**config.mk**
```make
export PLATFORM = sky130hd
export DESIGN_NAME = reset_supervisor_watchdog
export DESIGN_NICKNAME = d
export VERILOG_FILES = /design/src/core/rsw_pkg.sv /design/src/core/cond_if.sv /design/src/core/low_filter.sv /design/src/core/pin_conditioner.sv /design/src/core/reset_supervisor_watchdog.sv
export VERILOG_INCLUDE_DIRS = /design/src /design/src/core
export SDC_FILE = /design/constraint.sdc
export NUM_CORES = 2
export LEC_CHECK = 0
export ABC_AREA = 0
export BUFFER_PORTS_ARGS = -buffer_cell sky130_fd_sc_hd__buf_2
export CORE_ASPECT_RATIO = 1.1
export CORE_MARGIN = 2
export CORE_UTILIZATION = 35
export CTS_BUF_LIST = sky130_fd_sc_hd__clkbuf_8
export CTS_CLUSTER_SIZE = 40
export DETAILED_ROUTE_END_ITERATION = 8
export GPL_TIMING_DRIVEN = 1
export SYNTH_ARGS = -nofsm -noshare
export SYNTH_HDL_FRONTEND = slang
export SYNTH_SLANG_ARGS = --single-unit
export TNS_END_PERCENT = 100
```
**constraint.sdc**
```tcl
create_clock -name mclk -period 24.8 [get_ports mclk]
set_input_delay 3.72 -clock mclk [delete_from_list [all_inputs] [get_ports mclk]]
set_output_delay 3.72 -clock mclk [all_outputs]
set_load 0.01 [all_outputs]
```
**src/core/rsw_consts.svh**
```systemverilog
`ifndef RSW_CONSTS_SVH
`define RSW_CONSTS_SVH

// ****************************************************************
// clock and timing
// ****************************************************************
`define CLK_MHZ        125
`define MR_MIN_NS      1000
`define MR_MIN_CYC     ((`MR_MIN_NS * `CLK_MHZ + 999) / 1000)
// seconds per farad expressed as ns per pF
`define RST_NS_PER_PF  4940
`define WIN_NS_PER_PF  650000
// clock cycles per pF, doubled to stay integral
`define RST_CYC_PF_X2  (`RST_NS_PER_PF * `CLK_MHZ / 500)
`define WIN_CYC_PF_X2  (`WIN_NS_PER_PF * `CLK_MHZ / 500)
`define EXT_SHIFT      7
`define RATIO_LL_SHIFT 3'd3
`define RATIO_LH_SHIFT 3'd4
`define RATIO_HH_SHIFT 3'd6

// ****************************************************************
// register offsets
// ****************************************************************
`define OFS_CTRL       8'h00
`define OFS_RST_SET    8'h04
`define OFS_WDOG_SET   8'h08
`define OFS_STATUS     8'h0C
`define OFS_COUNT      8'h10

// ****************************************************************
// field positions and reset values
// ****************************************************************
`define CTRL_WINDOWED  0
`define CTRL_AUX_EN    1
`define CTRL_RST       2'h0
`define STAT_RESET     0
`define STAT_MR        1
`define STAT_STICKY    2
`define STAT_WIN_OFF   5
`define STAT_RANGE     6
`define PIN_IDLE       6'h21

`endif

```
**src/core/rsw_pkg.sv**
```systemverilog
package rsw_pkg;

    typedef logic [31:0] word_t;

    typedef enum logic [2:0] {
        ST_RUN     = 3'b001,
        ST_HOLD    = 3'b010,
        ST_STRETCH = 3'b100
    } sup_state_t;

endpackage

```
**src/core/cond_if.sv**
```systemverilog
interface cond_if;
    logic kick_fall;
    logic range_level;
    logic range_chg;
    logic strap_a;
    logic strap_b;
    logic strap_chg;
    logic mr_level_n;
    logic aux_ok;

    modport src (
        output kick_fall, range_level, range_chg, strap_a, strap_b,
               strap_chg, mr_level_n, aux_ok
    );
    modport dst (
        input  kick_fall, range_level, range_chg, strap_a, strap_b,
               strap_chg, mr_level_n, aux_ok
    );
endinterface

```
**src/core/low_filter.sv**
```systemverilog
module low_filter #(
    parameter int MIN_CYC = 125
) (
    input  wire logic mclk,
    input  wire logic reset_n,
    input  wire logic level_n,
    output logic      active
);
    localparam int W = $clog2(MIN_CYC + 1);

    if (MIN_CYC < 1) begin : g_chk
        $error("low_filter: MIN_CYC must be at least 1");
    end

    logic [W-1:0] low_cnt;
    wire          reached = (low_cnt >= W'(MIN_CYC - 1));

    // ****************************************************************
    // qualify a low level held long enough
    // ****************************************************************
    always_ff @(posedge mclk) begin
        if (!reset_n) begin
            low_cnt <= '0;
            active  <= 1'b0;
        end else if (level_n) begin
            low_cnt <= '0; // RQ1
            active  <= 1'b0;
        end else begin
            low_cnt <= reached ? low_cnt : low_cnt + W'(1);
            active  <= reached; // RQ1
        end
    end
endmodule

```
**src/core/pin_conditioner.sv**
```systemverilog
`include "rsw_consts.svh"

module pin_conditioner (
    input  wire logic mclk,
    input  wire logic reset_n,
    input  wire logic manual_reset_n,
    input  wire logic watchdog_kick,
    input  wire logic watchdog_range_select,
    input  wire logic window_ratio_strap_a,
    input  wire logic window_ratio_strap_b,
    input  wire logic aux_monitor_ok,
    cond_if.src       c
);
    localparam int          N    = 6;
    localparam logic [N-1:0] IDLE = `PIN_IDLE;

    logic [N-1:0] pins;
    logic [N-1:0] cur;
    logic [N-1:0] prev;

    assign pins = {aux_monitor_ok, window_ratio_strap_b, window_ratio_strap_a,
                   watchdog_range_select, watchdog_kick, manual_reset_n};

    // ****************************************************************
    // sample and previous value per pin
    // ****************************************************************
    for (genvar i = 0; i < N; i++) begin : g_pin
        always_ff @(posedge mclk) begin
            if (!reset_n) begin
                cur[i]  <= IDLE[i]; // RQ3
                prev[i] <= IDLE[i];
            end else begin
                cur[i]  <= pins[i];
                prev[i] <= cur[i];
            end
        end
    end

    // ****************************************************************
    // edges and changes
    // ****************************************************************
    assign c.mr_level_n  = cur[0];
    assign c.kick_fall   = prev[1] & ~cur[1]; // RQ23
    assign c.range_level = cur[2];
    assign c.range_chg   = prev[2] ^ cur[2];
    assign c.strap_a     = cur[3];
    assign c.strap_b     = cur[4];
    assign c.strap_chg   = (prev[3] ^ cur[3]) | (prev[4] ^ cur[4]);
    assign c.aux_ok      = cur[5];
endmodule

```
**src/core/reset_supervisor_watchdog.sv**
```systemverilog
// Function
// RQ1: reset only after manual input held low 1 us; 100 ns glitches ignored.
// RQ2: after manual input returns high, reset held one reset hold time.
// RQ3: unconnected manual reset input reads inactive high.
// RQ4: standard watchdog: no kick within timeout gives reset hold pulse.
// RQ5: standard counter clears on reset, falling kick, range select change.
// RQ6: standard counter held cleared in reset, counts right after release.
// RQ7: extended mode timeout is normal timeout times 128.
// RQ8: zero watchdog period setting disables the standard watchdog.
// RQ9: windowed: kick edges closer than fast or beyond slow limit reset.
// RQ10: fast limit is slow limit divided by strap ratio 8, 16 or 64.
// RQ11: strap a high with strap b low disables windowed watchdog.
// RQ12: window counter starts at reset release, restarts on valid kick.
// RQ13: windowed watchdog ignores kicks while reset asserted.
// RQ14: window counter clears on reset, falling kick, strap change.
// RQ15: processor kicks between largest fast and smallest slow limit.
// RQ16: reset hold time scales 4.94e6 seconds per farad of setting.
// RQ17: normal timeout scales 4.94e6 seconds per farad of setting.
// RQ18: slow limit scales 0.65e9 seconds per farad of setting.
// RQ19: reset period setting independent of watchdog period setting.
// RQ20: reset held while aux monitor low, then one hold time more.
// RQ21: reset while any condition active, release one hold time after.
// RQ22: range select low gives normal mode, high gives extended mode.
// RQ23: all periods are clock counts; inputs sampled and edge detected.
//
// Chosen here: the address map and the AHB-Lite interface to the registers.
`include "rsw_consts.svh"

module reset_supervisor_watchdog #(
    parameter int          SET_W           = 20,
    parameter int          CNT_W           = 40,
    parameter int unsigned RST_SET_DEFAULT = 100,
    parameter int unsigned WDG_SET_DEFAULT = 1500
) (
    input  wire logic           mclk,
    input  wire logic           reset_n,
    // ahb-lite slave
    input  wire logic           hsel,
    input  wire logic           hready,
    input  wire logic [1:0]     htrans,
    input  wire logic [31:0]    haddr,
    input  wire logic           hwrite,
    input  wire logic [2:0]     hsize,
    input  wire rsw_pkg::word_t hwdata,
    output rsw_pkg::word_t      hrdata,
    output logic                hreadyout,
    output logic                hresp,
    // pins
    input  wire logic           manual_reset_n,
    input  wire logic           watchdog_kick,
    input  wire logic           watchdog_range_select,
    input  wire logic           window_ratio_strap_a,
    input  wire logic           window_ratio_strap_b,
    input  wire logic           aux_monitor_ok,
    output logic                proc_reset_n
);
    import rsw_pkg::*;

    // ****************************************************************
    // elaboration checks
    // ****************************************************************
    if (CNT_W < SET_W + 18 || CNT_W < 32 || CNT_W > 64) begin : g_chk_cnt
        $error("reset_supervisor_watchdog: CNT_W out of range for SET_W");
    end
    if (SET_W < 1 || SET_W > 32) begin : g_chk_set
        $error("reset_supervisor_watchdog: SET_W must be 1 to 32");
    end

    localparam logic [CNT_W-1:0] ONE = 1;

    // ****************************************************************
    // declarations
    // ****************************************************************
    sup_state_t       state;
    sup_state_t       next_state;
    logic             in_reset;
    logic             mr_active;
    logic             windowed_mode;
    logic             aux_monitor_en;
    logic [SET_W-1:0] reset_period_setting;
    logic [SET_W-1:0] watchdog_period_setting;
    logic [2:0]       fault_seen;
    logic [CNT_W-1:0] wd_cnt;
    logic [CNT_W-1:0] hold_cnt;
    logic             wr_pend;
    logic [7:0]       wr_addr;

    cond_if cif ();

    // ****************************************************************
    // pin sampling and manual reset qualification
    // ****************************************************************
    pin_conditioner u_pins (
        .mclk                  (mclk),
        .reset_n               (reset_n),
        .manual_reset_n        (manual_reset_n),
        .watchdog_kick         (watchdog_kick),
        .watchdog_range_select (watchdog_range_select),
        .window_ratio_strap_a  (window_ratio_strap_a),
        .window_ratio_strap_b  (window_ratio_strap_b),
        .aux_monitor_ok        (aux_monitor_ok),
        .c                     (cif.src)
    );

    low_filter #(
        .MIN_CYC (`MR_MIN_CYC)
    ) u_mr_filter (
        .mclk    (mclk),
        .reset_n (reset_n),
        .level_n (cif.mr_level_n),
        .active  (mr_active)
    );

    // ****************************************************************
    // period lengths in clock cycles
    // ****************************************************************
    wire [CNT_W-1:0] rst_base;
    wire [CNT_W-1:0] std_base;
    wire [CNT_W-1:0] hold_len;
    wire [CNT_W-1:0] std_len;
    wire [CNT_W-1:0] slow_len;
    wire [CNT_W-1:0] fast_len;
    wire [2:0]       ratio_shift;

    assign rst_base = CNT_W'((CNT_W'(reset_period_setting)
                      * CNT_W'(`RST_CYC_PF_X2)) >> 1); // RQ16 RQ19
    assign std_base = CNT_W'((CNT_W'(watchdog_period_setting)
                      * CNT_W'(`RST_CYC_PF_X2)) >> 1); // RQ17
    assign hold_len = (rst_base == '0) ? ONE : rst_base;
    assign std_len  = cif.range_level ? (std_base << `EXT_SHIFT) // RQ7 RQ22
                                      : std_base;
    assign slow_len = CNT_W'((CNT_W'(watchdog_period_setting)
                      * CNT_W'(`WIN_CYC_PF_X2)) >> 1); // RQ18

    assign ratio_shift = !cif.strap_b ? `RATIO_LL_SHIFT // RQ10
                       : cif.strap_a  ? `RATIO_HH_SHIFT
                       :                `RATIO_LH_SHIFT;
    assign fast_len    = slow_len >> ratio_shift; // RQ10

    // ****************************************************************
    // watchdog enables and counter clears
    // ****************************************************************
    wire setting_zero = (watchdog_period_setting == '0);
    wire strap_off    = cif.strap_a & ~cif.strap_b;
    wire std_enabled  = ~windowed_mode & ~setting_zero; // RQ8
    wire win_enabled  = windowed_mode & ~setting_zero & ~strap_off; // RQ11
    wire wd_enabled   = std_enabled | win_enabled;
    wire live_kick    = cif.kick_fall & ~in_reset; // RQ13
    wire cfg_chg      = windowed_mode ? cif.strap_chg : cif.range_chg;

    wire wd_clear = in_reset       // RQ5 RQ6 RQ14
                  | cif.kick_fall  // RQ5 RQ12 RQ14
                  | cfg_chg        // RQ5 RQ14
                  | ~wd_enabled;

    // ****************************************************************
    // fault detection
    // ****************************************************************
    wire std_fault  = std_enabled & ~wd_clear
                    & (wd_cnt >= std_len - ONE); // RQ4
    wire fast_fault = win_enabled & live_kick & ~cif.strap_chg
                    & (wd_cnt < fast_len); // RQ9
    wire slow_fault = win_enabled & ~wd_clear
                    & (wd_cnt >= slow_len - ONE); // RQ9
    wire wd_fault   = std_fault | fast_fault | slow_fault;

    wire aux_low    = aux_monitor_en & ~cif.aux_ok; // RQ20
    wire reset_cond = mr_active | aux_low | wd_fault; // RQ21

    // ****************************************************************
    // watchdog counter
    // ****************************************************************
    always_ff @(posedge mclk) begin
        if (!reset_n) begin
            wd_cnt <= '0;
        end else if (wd_clear) begin
            wd_cnt <= '0; // RQ6 RQ12
        end else if (wd_cnt != '1) begin
            wd_cnt <= wd_cnt + ONE; // RQ23
        end
    end

    // ****************************************************************
    // reset sequencer
    // ****************************************************************
    assign in_reset = (state != ST_RUN);
    wire   hold_done = (hold_cnt >= hold_len - ONE);

    always_comb begin
        next_state = state;
        unique case (state)
            ST_RUN: begin
                if (reset_cond) begin
                    next_state = ST_HOLD; // RQ4 RQ9 RQ21
                end
            end
            ST_HOLD: begin
                if (!reset_cond) begin
                    next_state = ST_STRETCH; // RQ2 RQ20
                end
            end
            ST_STRETCH: begin
                if (reset_cond) begin
                    next_state = ST_HOLD; // RQ21
                end else if (hold_done) begin
                    next_state = ST_RUN; // RQ21
                end
            end
            default: begin
                next_state = ST_HOLD;
            end
        endcase
    end

    always_ff @(posedge mclk) begin
        if (!reset_n) begin
            state        <= ST_STRETCH;
            proc_reset_n <= 1'b0;
        end else begin
            state        <= next_state;
            proc_reset_n <= (next_state == ST_RUN);
        end
    end

    always_ff @(posedge mclk) begin
        if (!reset_n) begin
            hold_cnt <= '0;
        end else if (state != ST_STRETCH || reset_cond) begin
            hold_cnt <= '0;
        end else begin
            hold_cnt <= hold_cnt + ONE; // RQ2 RQ21
        end
    end

    // ****************************************************************
    // ahb-lite access decode
    // ****************************************************************
    wire addr_take = hsel & hready & htrans[1];
    wire wr_ctrl   = wr_pend & (wr_addr == `OFS_CTRL);
    wire wr_rset   = wr_pend & (wr_addr == `OFS_RST_SET);
    wire wr_wset   = wr_pend & (wr_addr == `OFS_WDOG_SET);
    wire wr_stat   = wr_pend & (wr_addr == `OFS_STATUS);

    assign hreadyout = 1'b1;
    assign hresp     = 1'b0;

    always_ff @(posedge mclk) begin
        if (!reset_n) begin
            wr_pend <= 1'b0;
            wr_addr <= 8'h00;
        end else begin
            wr_pend <= addr_take & hwrite;
            wr_addr <= haddr[7:0];
        end
    end

    // ****************************************************************
    // control and setting registers
    // ****************************************************************
    always_ff @(posedge mclk) begin
        if (!reset_n) begin
            {aux_monitor_en, windowed_mode} <= `CTRL_RST;
        end else if (wr_ctrl) begin
            windowed_mode  <= hwdata[`CTRL_WINDOWED];
            aux_monitor_en <= hwdata[`CTRL_AUX_EN];
        end
    end

    always_ff @(posedge mclk) begin
        if (!reset_n) begin
            reset_period_setting <= SET_W'(RST_SET_DEFAULT);
        end else if (wr_rset) begin
            reset_period_setting <= hwdata[SET_W-1:0]; // RQ19
        end
    end

    always_ff @(posedge mclk) begin
        if (!reset_n) begin
            watchdog_period_setting <= SET_W'(WDG_SET_DEFAULT);
        end else if (wr_wset) begin
            watchdog_period_setting <= hwdata[SET_W-1:0]; // RQ19
        end
    end

    // ****************************************************************
    // sticky fault flags, set wins over clear
    // ****************************************************************
    wire [2:0] fault_ev  = {std_fault, slow_fault, fast_fault};
    wire [2:0] fault_clr = wr_stat ? hwdata[`STAT_STICKY +: 3] : 3'h0;

    always_ff @(posedge mclk) begin
        if (!reset_n) begin
            fault_seen <= 3'h0;
        end else begin
            fault_seen <= fault_ev | (fault_seen & ~fault_clr);
        end
    end

    // ****************************************************************
    // read data
    // ****************************************************************
    wire [7:0] rd_addr = haddr[7:0];
    word_t     stat_word;
    word_t     rd_mux;

    assign stat_word = {25'h0000000,
                        cif.range_level,
                        strap_off,
                        fault_seen,
                        mr_active,
                        in_reset};

    assign rd_mux = (rd_addr == `OFS_CTRL)     ? {30'h00000000, aux_monitor_en,
                                                  windowed_mode}
                  : (rd_addr == `OFS_RST_SET)  ? 32'(reset_period_setting)
                  : (rd_addr == `OFS_WDOG_SET) ? 32'(watchdog_period_setting)
                  : (rd_addr == `OFS_STATUS)   ? stat_word
                  : (rd_addr == `OFS_COUNT)    ? wd_cnt[31:0]
                  :                              32'h00000000;

    always_ff @(posedge mclk) begin
        if (!reset_n) begin
            hrdata <= 32'h00000000;
        end else if (addr_take & ~hwrite) begin
            hrdata <= rd_mux;
        end
    end
endmodule

```
# Word level (Yosys, flattened, before mapping)
# Index checks and enable logic that the tools add are counted.
# Widths: inputs -> output; s select.
# totals
in_bits	80
output_inout_bits	35
wordCells	126
ff_bits	188
# op_classes
n_reduce_logical	8
multipliers	3
eq_ne	14
bitwise	49
magnitude_cmp	5
addsub	6
shift	1
mux	16
# ops
cell	n
$mux 32	5
$ge 40x40->1	3
$add 40x1->40 const B	2
$sub 37x1->38 const B	2
$mul 20x11->31 const B	2
$logic_not 40->1	1
$lt 40x40->1	1
$ne 40x40->1 const B	1
$shr 37x3->40	1
$mux 37	1
$mul 20x16->36 const B	1
$eq 8x4->1 const B	4
$sub 30x1->31 const B	1
$mux 30	1
$and 1x1->1	22
$logic_not 20->1	1
$mux 3	6
$eq 8x3->1 const B	2
$logic_not 8->1	2
$not 1->1	12
$or 1x1->1	9
$pmux 3 s3	1
$eq 8x5->1 const B	1
$add 7x1->7 const B	1
14 further kinds	19

# Depth between registers and ports, before layout
# depth
ltp_word	16
mapped_depth	38
depth_no_buf	36

# Hierarchy
# A second synthesis with hierarchy kept.
# unflattened
cells_unflattened	3517
area_unflattened_um2	29579.6
# by_module_without_submodules
mod	seq_area_each_um2	area_per_inst_um2	n_inst	cells_each
reset_supervisor_watchdog	3403.3	28924.0	1	3453
low_filter	160.2	356.6	1	39
pin_conditioner	200.2	299.0	1	25

# Least setup slack after synthesis
# OpenSTA, ideal clock, no wires.
# synth_timing
kind	register -> register
from	register reset_period_setting[15]
to	register state[2]
path_buffers	2
path_stages_with_launch	34
t_required_ns	24.713
period_less_slack_ns	8.167
arrival_ns	8.080
path_slack_ns	16.633
setup_ns	0.087
cell_sequence	dfxtp_1 > ha_1 > ha_1 > fa_1 > fa_1 > inv_1 > fa_1 > inv_1 > ha_1 > clkbuf_1 > nand4_1 > or2_2 > o22a_1 > o311ai_1 > nor2_1 > a21oi_1 > xor2_1 > or4_4 > buf_6 > nor2b_1 > ha_1 > nand3_1 > or3b_1 > or2_1 > nor4b_2 > nand2_1 > ha_1 > a21o_1 > a21o_1 > a21oi_1 > o21ai_0 > a211oi_1 > mux2i_1 > o31ai_1
# synth_via
elab_chain_len	8
# synth_lines
element	line	rtl
start, declared	reset_supervisor_watchdog.sv:80	logic [SET_W-1:0] reset_period_setting;
start signal, assigned	reset_supervisor_watchdog.sv:271	reset_period_setting <= SET_W'(RST_SET_DEFAULT);
start signal, assigned	reset_supervisor_watchdog.sv:273	reset_period_setting <= hwdata[SET_W-1:0];
$mul 20x11->31 *	reset_supervisor_watchdog.sv:125	assign rst_base = CNT_W'((CNT_W'(reset_period_setting)
$logic_not 40->1	reset_supervisor_watchdog.sv:129	assign hold_len = (rst_base == '0) ? ONE : rst_base;
$mux 30 *	reset_supervisor_watchdog.sv:129	
$sub 30x1->31 *	reset_supervisor_watchdog.sv:187	wire hold_done = (hold_cnt >= hold_len - ONE);
$ge 40x40->1 *	reset_supervisor_watchdog.sv:187	
$mux 3 *	reset_supervisor_watchdog.sv:205	end else if (hold_done) begin
$mux 3 *	reset_supervisor_watchdog.sv:203	if (reset_cond) begin
$pmux 3 s3 *	reset_supervisor_watchdog.sv:191	unique case (state)
end signal, assigned	reset_supervisor_watchdog.sv:220	state <= next_state;
end, declared	reset_supervisor_watchdog.sv:74	sup_state_t state;
# Mark *: on every way between the ends. The rest lies on a longest branch, timed or not.
# A chain may end at the register's enable or synchronous reset.

# Worst setup path after layout
# layout_timing
from	register watchdog_period_setting[6]
to	register state[1]
# layout_via
elab_chain_len	15
word_cells_on_any_way	32
classes_between	add/sub: 2; mul: 2; order compare: 3; shift: 1; mux: 5; bitwise: 18; reduce/logical: 1
# layout_lines
element	line	rtl
start, declared	reset_supervisor_watchdog.sv:81	logic [SET_W-1:0] watchdog_period_setting;
start signal, assigned	reset_supervisor_watchdog.sv:279	watchdog_period_setting <= SET_W'(WDG_SET_DEFAULT);
start signal, assigned	reset_supervisor_watchdog.sv:281	watchdog_period_setting <= hwdata[SET_W-1:0];
parallel branches: the longest is 11 deep, another holds $ge 40x40->1	-	
$or 1x1->1 *	reset_supervisor_watchdog.sv:165	wire wd_fault = std_fault | fast_fault | slow_fault;
$or 1x1->1 *	reset_supervisor_watchdog.sv:168	wire reset_cond = mr_active | aux_low | wd_fault;
$mux 3 (on tied branches)	reset_supervisor_watchdog.sv:203, reset_supervisor_watchdog.sv:193, reset_supervisor_watchdog.sv:198	
$pmux 3 s3 *	reset_supervisor_watchdog.sv:191	
# Every way passes the cells marked *.

==> reports/results.ini <==
[floorplanning]
die_area_mm2=0.0861
die_width_um=280
rows=111
start_util=0.352
die_y_um=308
io_pins=115
core_area_mm2=0.0832

[global_route]
grt_use_total=0.188
grt_pass1_wl_mm=129
antenna_found_initial=1
grt_max_degree=66
grt_pass1_vias=23700
overflow=0

[cells_and_area]
final_cell_mix=515 x ha_1, 464 x inv_1, 283 x nand2_1
drive_gt1_frac=0.0598
nFillCells=8641
nets=4317
area_growth_pct=6.52
final_common_cell=ha_1

[place]
port_buffers=72
post-dp-hpwl_mm=65.5
pre_cts_ws_ps=15160
gp_congestion=0.929

[sta]
clock_skew_ps=32.6
setup_viol=0
slew_headroom=0.170
grt_setup_unrepaired=false
min_period_ps=9760
worstMarginPinSlew_ps=1240
finalSetupTns_ps=0
finalHoldViolCount=0
clock.fmax_mhz=102
min_period_over_period=0.394
layout_setup_ws_ps=15040
drv_slew=0

[yosys]
syn_inst=3468
ys.flop_type=dfxtp_1
seq_area_frac_synth=0.128
synth.ff_latch_count=188
avgSynthCellArea_um2=8.45
synth_area_mm2=0.0293
ys_types=108
synth-edff-count=0
ys_warn_count=0
async_flop_share=0

[detailed_routing]
first_pass_iters=7
routedWlPerCell_um=17.3
detail-route-antenna-nets=0
vias_per_cell=5.28
drc_errors=0
dr.first_iter.drc_count=1331
drt-total-wl_mm=79.0
dr_total_vias=24100

[clock_tree]
clockBufferDepth=2
clk_latency_ps=540
htreeDepth=4
numCtsBuffers=17
cts_tree=done
path_clk_slew_ps=140
ctsRootBufferMaster=clkbuf_8
cts.sinks=188
post-cts-setup-buffers=0
ctsHoldBuffers=0
postCtsResizedCells=0

[setup_path]
reg2reg_from=watchdog_period_setting[6]$_SDFFE_PN1P_
worst-setup-path-type=reg -> reg
crit_slowest_cell=dfxtp_1
max_stage_delay_ps=1030
crit_path_end_kind=flop
arrival_ps=10190
cp_data_required_time_ps=25230
cp_max_fo=13
startpoint_type=flop
crit_start=watchdog_period_setting[6]$_SDFFE_PN1P_

[power]
power_leakage_uw=0.0151
ir_worst_vdd_v=0.0000330
power_density_mw_per_mm2=21.7

[flow_run]
drv_cap=0

[hold_path]
worstHoldStart=hrdata[30]$_SDFFE_PN0P_
hp-class=reg -> reg

[status]
outcome=finished clean

## registers in the layout, indices dropped and copies added, names as in the netlist, 3 cells and up
signal and count:
fault_seen 3, hold_cnt 40, hrdata 32, reset_period_setting 20
state 3, u_mr_filter.low_cnt 7, u_pins.prev 4, watchdog_period_setting 20
wd_cnt 40, wr_addr 8
## power by group
part	switching (uW)	leakage (uW)	internal, uW
clock	142	0.000207	79.7
combinational	88.2	0.0134	50.6
sequential	8.51	0.00152	308
total	239	0.0151	439
## cell usage after synthesis, drive strengths merged (12+ instances only)
cell	n	area share
o211a	18	0.0064
and4	22	0.0066
o21a	26	0.0069
nand2	285	0.037
or2	17	0.0036
o211ai	40	0.010
nand4	72	0.016
a31oi	22	0.0047
a21boi	52	0.013
fa	239	0.16
xor2	115	0.035
nand3	104	0.018
a211oi	25	0.0072
dfxtp	188	0.13
or3	20	0.0044
a221oi	12	0.0036
inv	465	0.060
buf	22	0.0042
and3	26	0.0055
clkbuf	84	0.011
ha	515	0.22
xnor2	119	0.036
o21ai	125	0.022
nand2b	28	0.0060
and2	37	0.0079
nor2b	35	0.0075
nor4	17	0.0051
nor2	238	0.030
nor3	60	0.010
a21o	87	0.022
a21oi	161	0.028
mux2i	31	0.011
## kinds of logic (layout without fill, tap and decap cells)
kind of cell	count (synthesis)	after routing	synth area share
XOR/XNOR	234	234	0.0707
AND/OR/NAND/NOR	1001	1001	0.170
other	2	5	0.000256
multiplexers	36	36	0.0125
buffers and inverters	571	597	0.0746
AO/OA/AOI/OAI	682	682	0.160
flip-flops	188	188	0.128
adder cells (fa/ha/maj)	754	754	0.383
## critical path, delay by kind of cell, from the launching register on
kind,cells,cell delay (ps)
flops,1,1030
fa+ha+maj,8,3490
compound gates,9,3040
buf+inv,3,260
simple gates,6,1440
xor+xnor,2,400
## routing by layer
metal | vias to the layer above | track usage | part of all wire | wire [um]
met2 | 484 | 0.317 | 0.46 | 36700
met5 | - | 0 | 0 | 0
met1 | 11600 | 0.250 | 0.46 | 36600
met4 | 0 | 0.0739 | 0.038 | 3030
li1 | 12000 | - | - | -
met3 | 119 | 0.0146 | 0.033 | 2640
## per-stage QoR
step / instances / cell area [um^2] / total power (uW) / utilization / hold slack (ps)
6_report: 4570 / 31200 / 678 / 0.375 / 473
5_1_grt: 4570 / 31200 / 712 / 0.375 / 489
4_1_cts: 4569 / 31200 / 685 / 0.375 / 474
3_5_place_dp: 4537 / 30800 / 463 / 0.370 / 450
3_3_place_gp: 4537 / 30800 / 461 / 0.370 / 440
2_1_floorplan: 3470 / 29300 / 420 / - / 420
## worst paths after layout
check / to / slack [ps] / depth (start not counted)
worst max-delay path: state[1]$_SDFF_PN0_ / 15040 / 28
worst min-delay path: hrdata[30]$_SDFFE_PN0P_ / 470 / 2
worst max register to register: state[1]$_SDFF_PN0_ / 15040 / 28
worst min register to register: hrdata[30]$_SDFFE_PN0P_ / 470 / 2
## layout make-up
type                    instances  area, um^2  share of cell area
repair buffers                100         573              0.0184
flip-flops and latches        188        3770               0.121
inverters                     465        1750              0.0559
well taps                    1073        1340              0.0430
diodes                          1        2.50           0.0000801
multi-input cells            2711       23400               0.749
clock buffers                  18         248             0.00793
clock inverters                14         158             0.00505
Power figures use the tool's default switching activity.
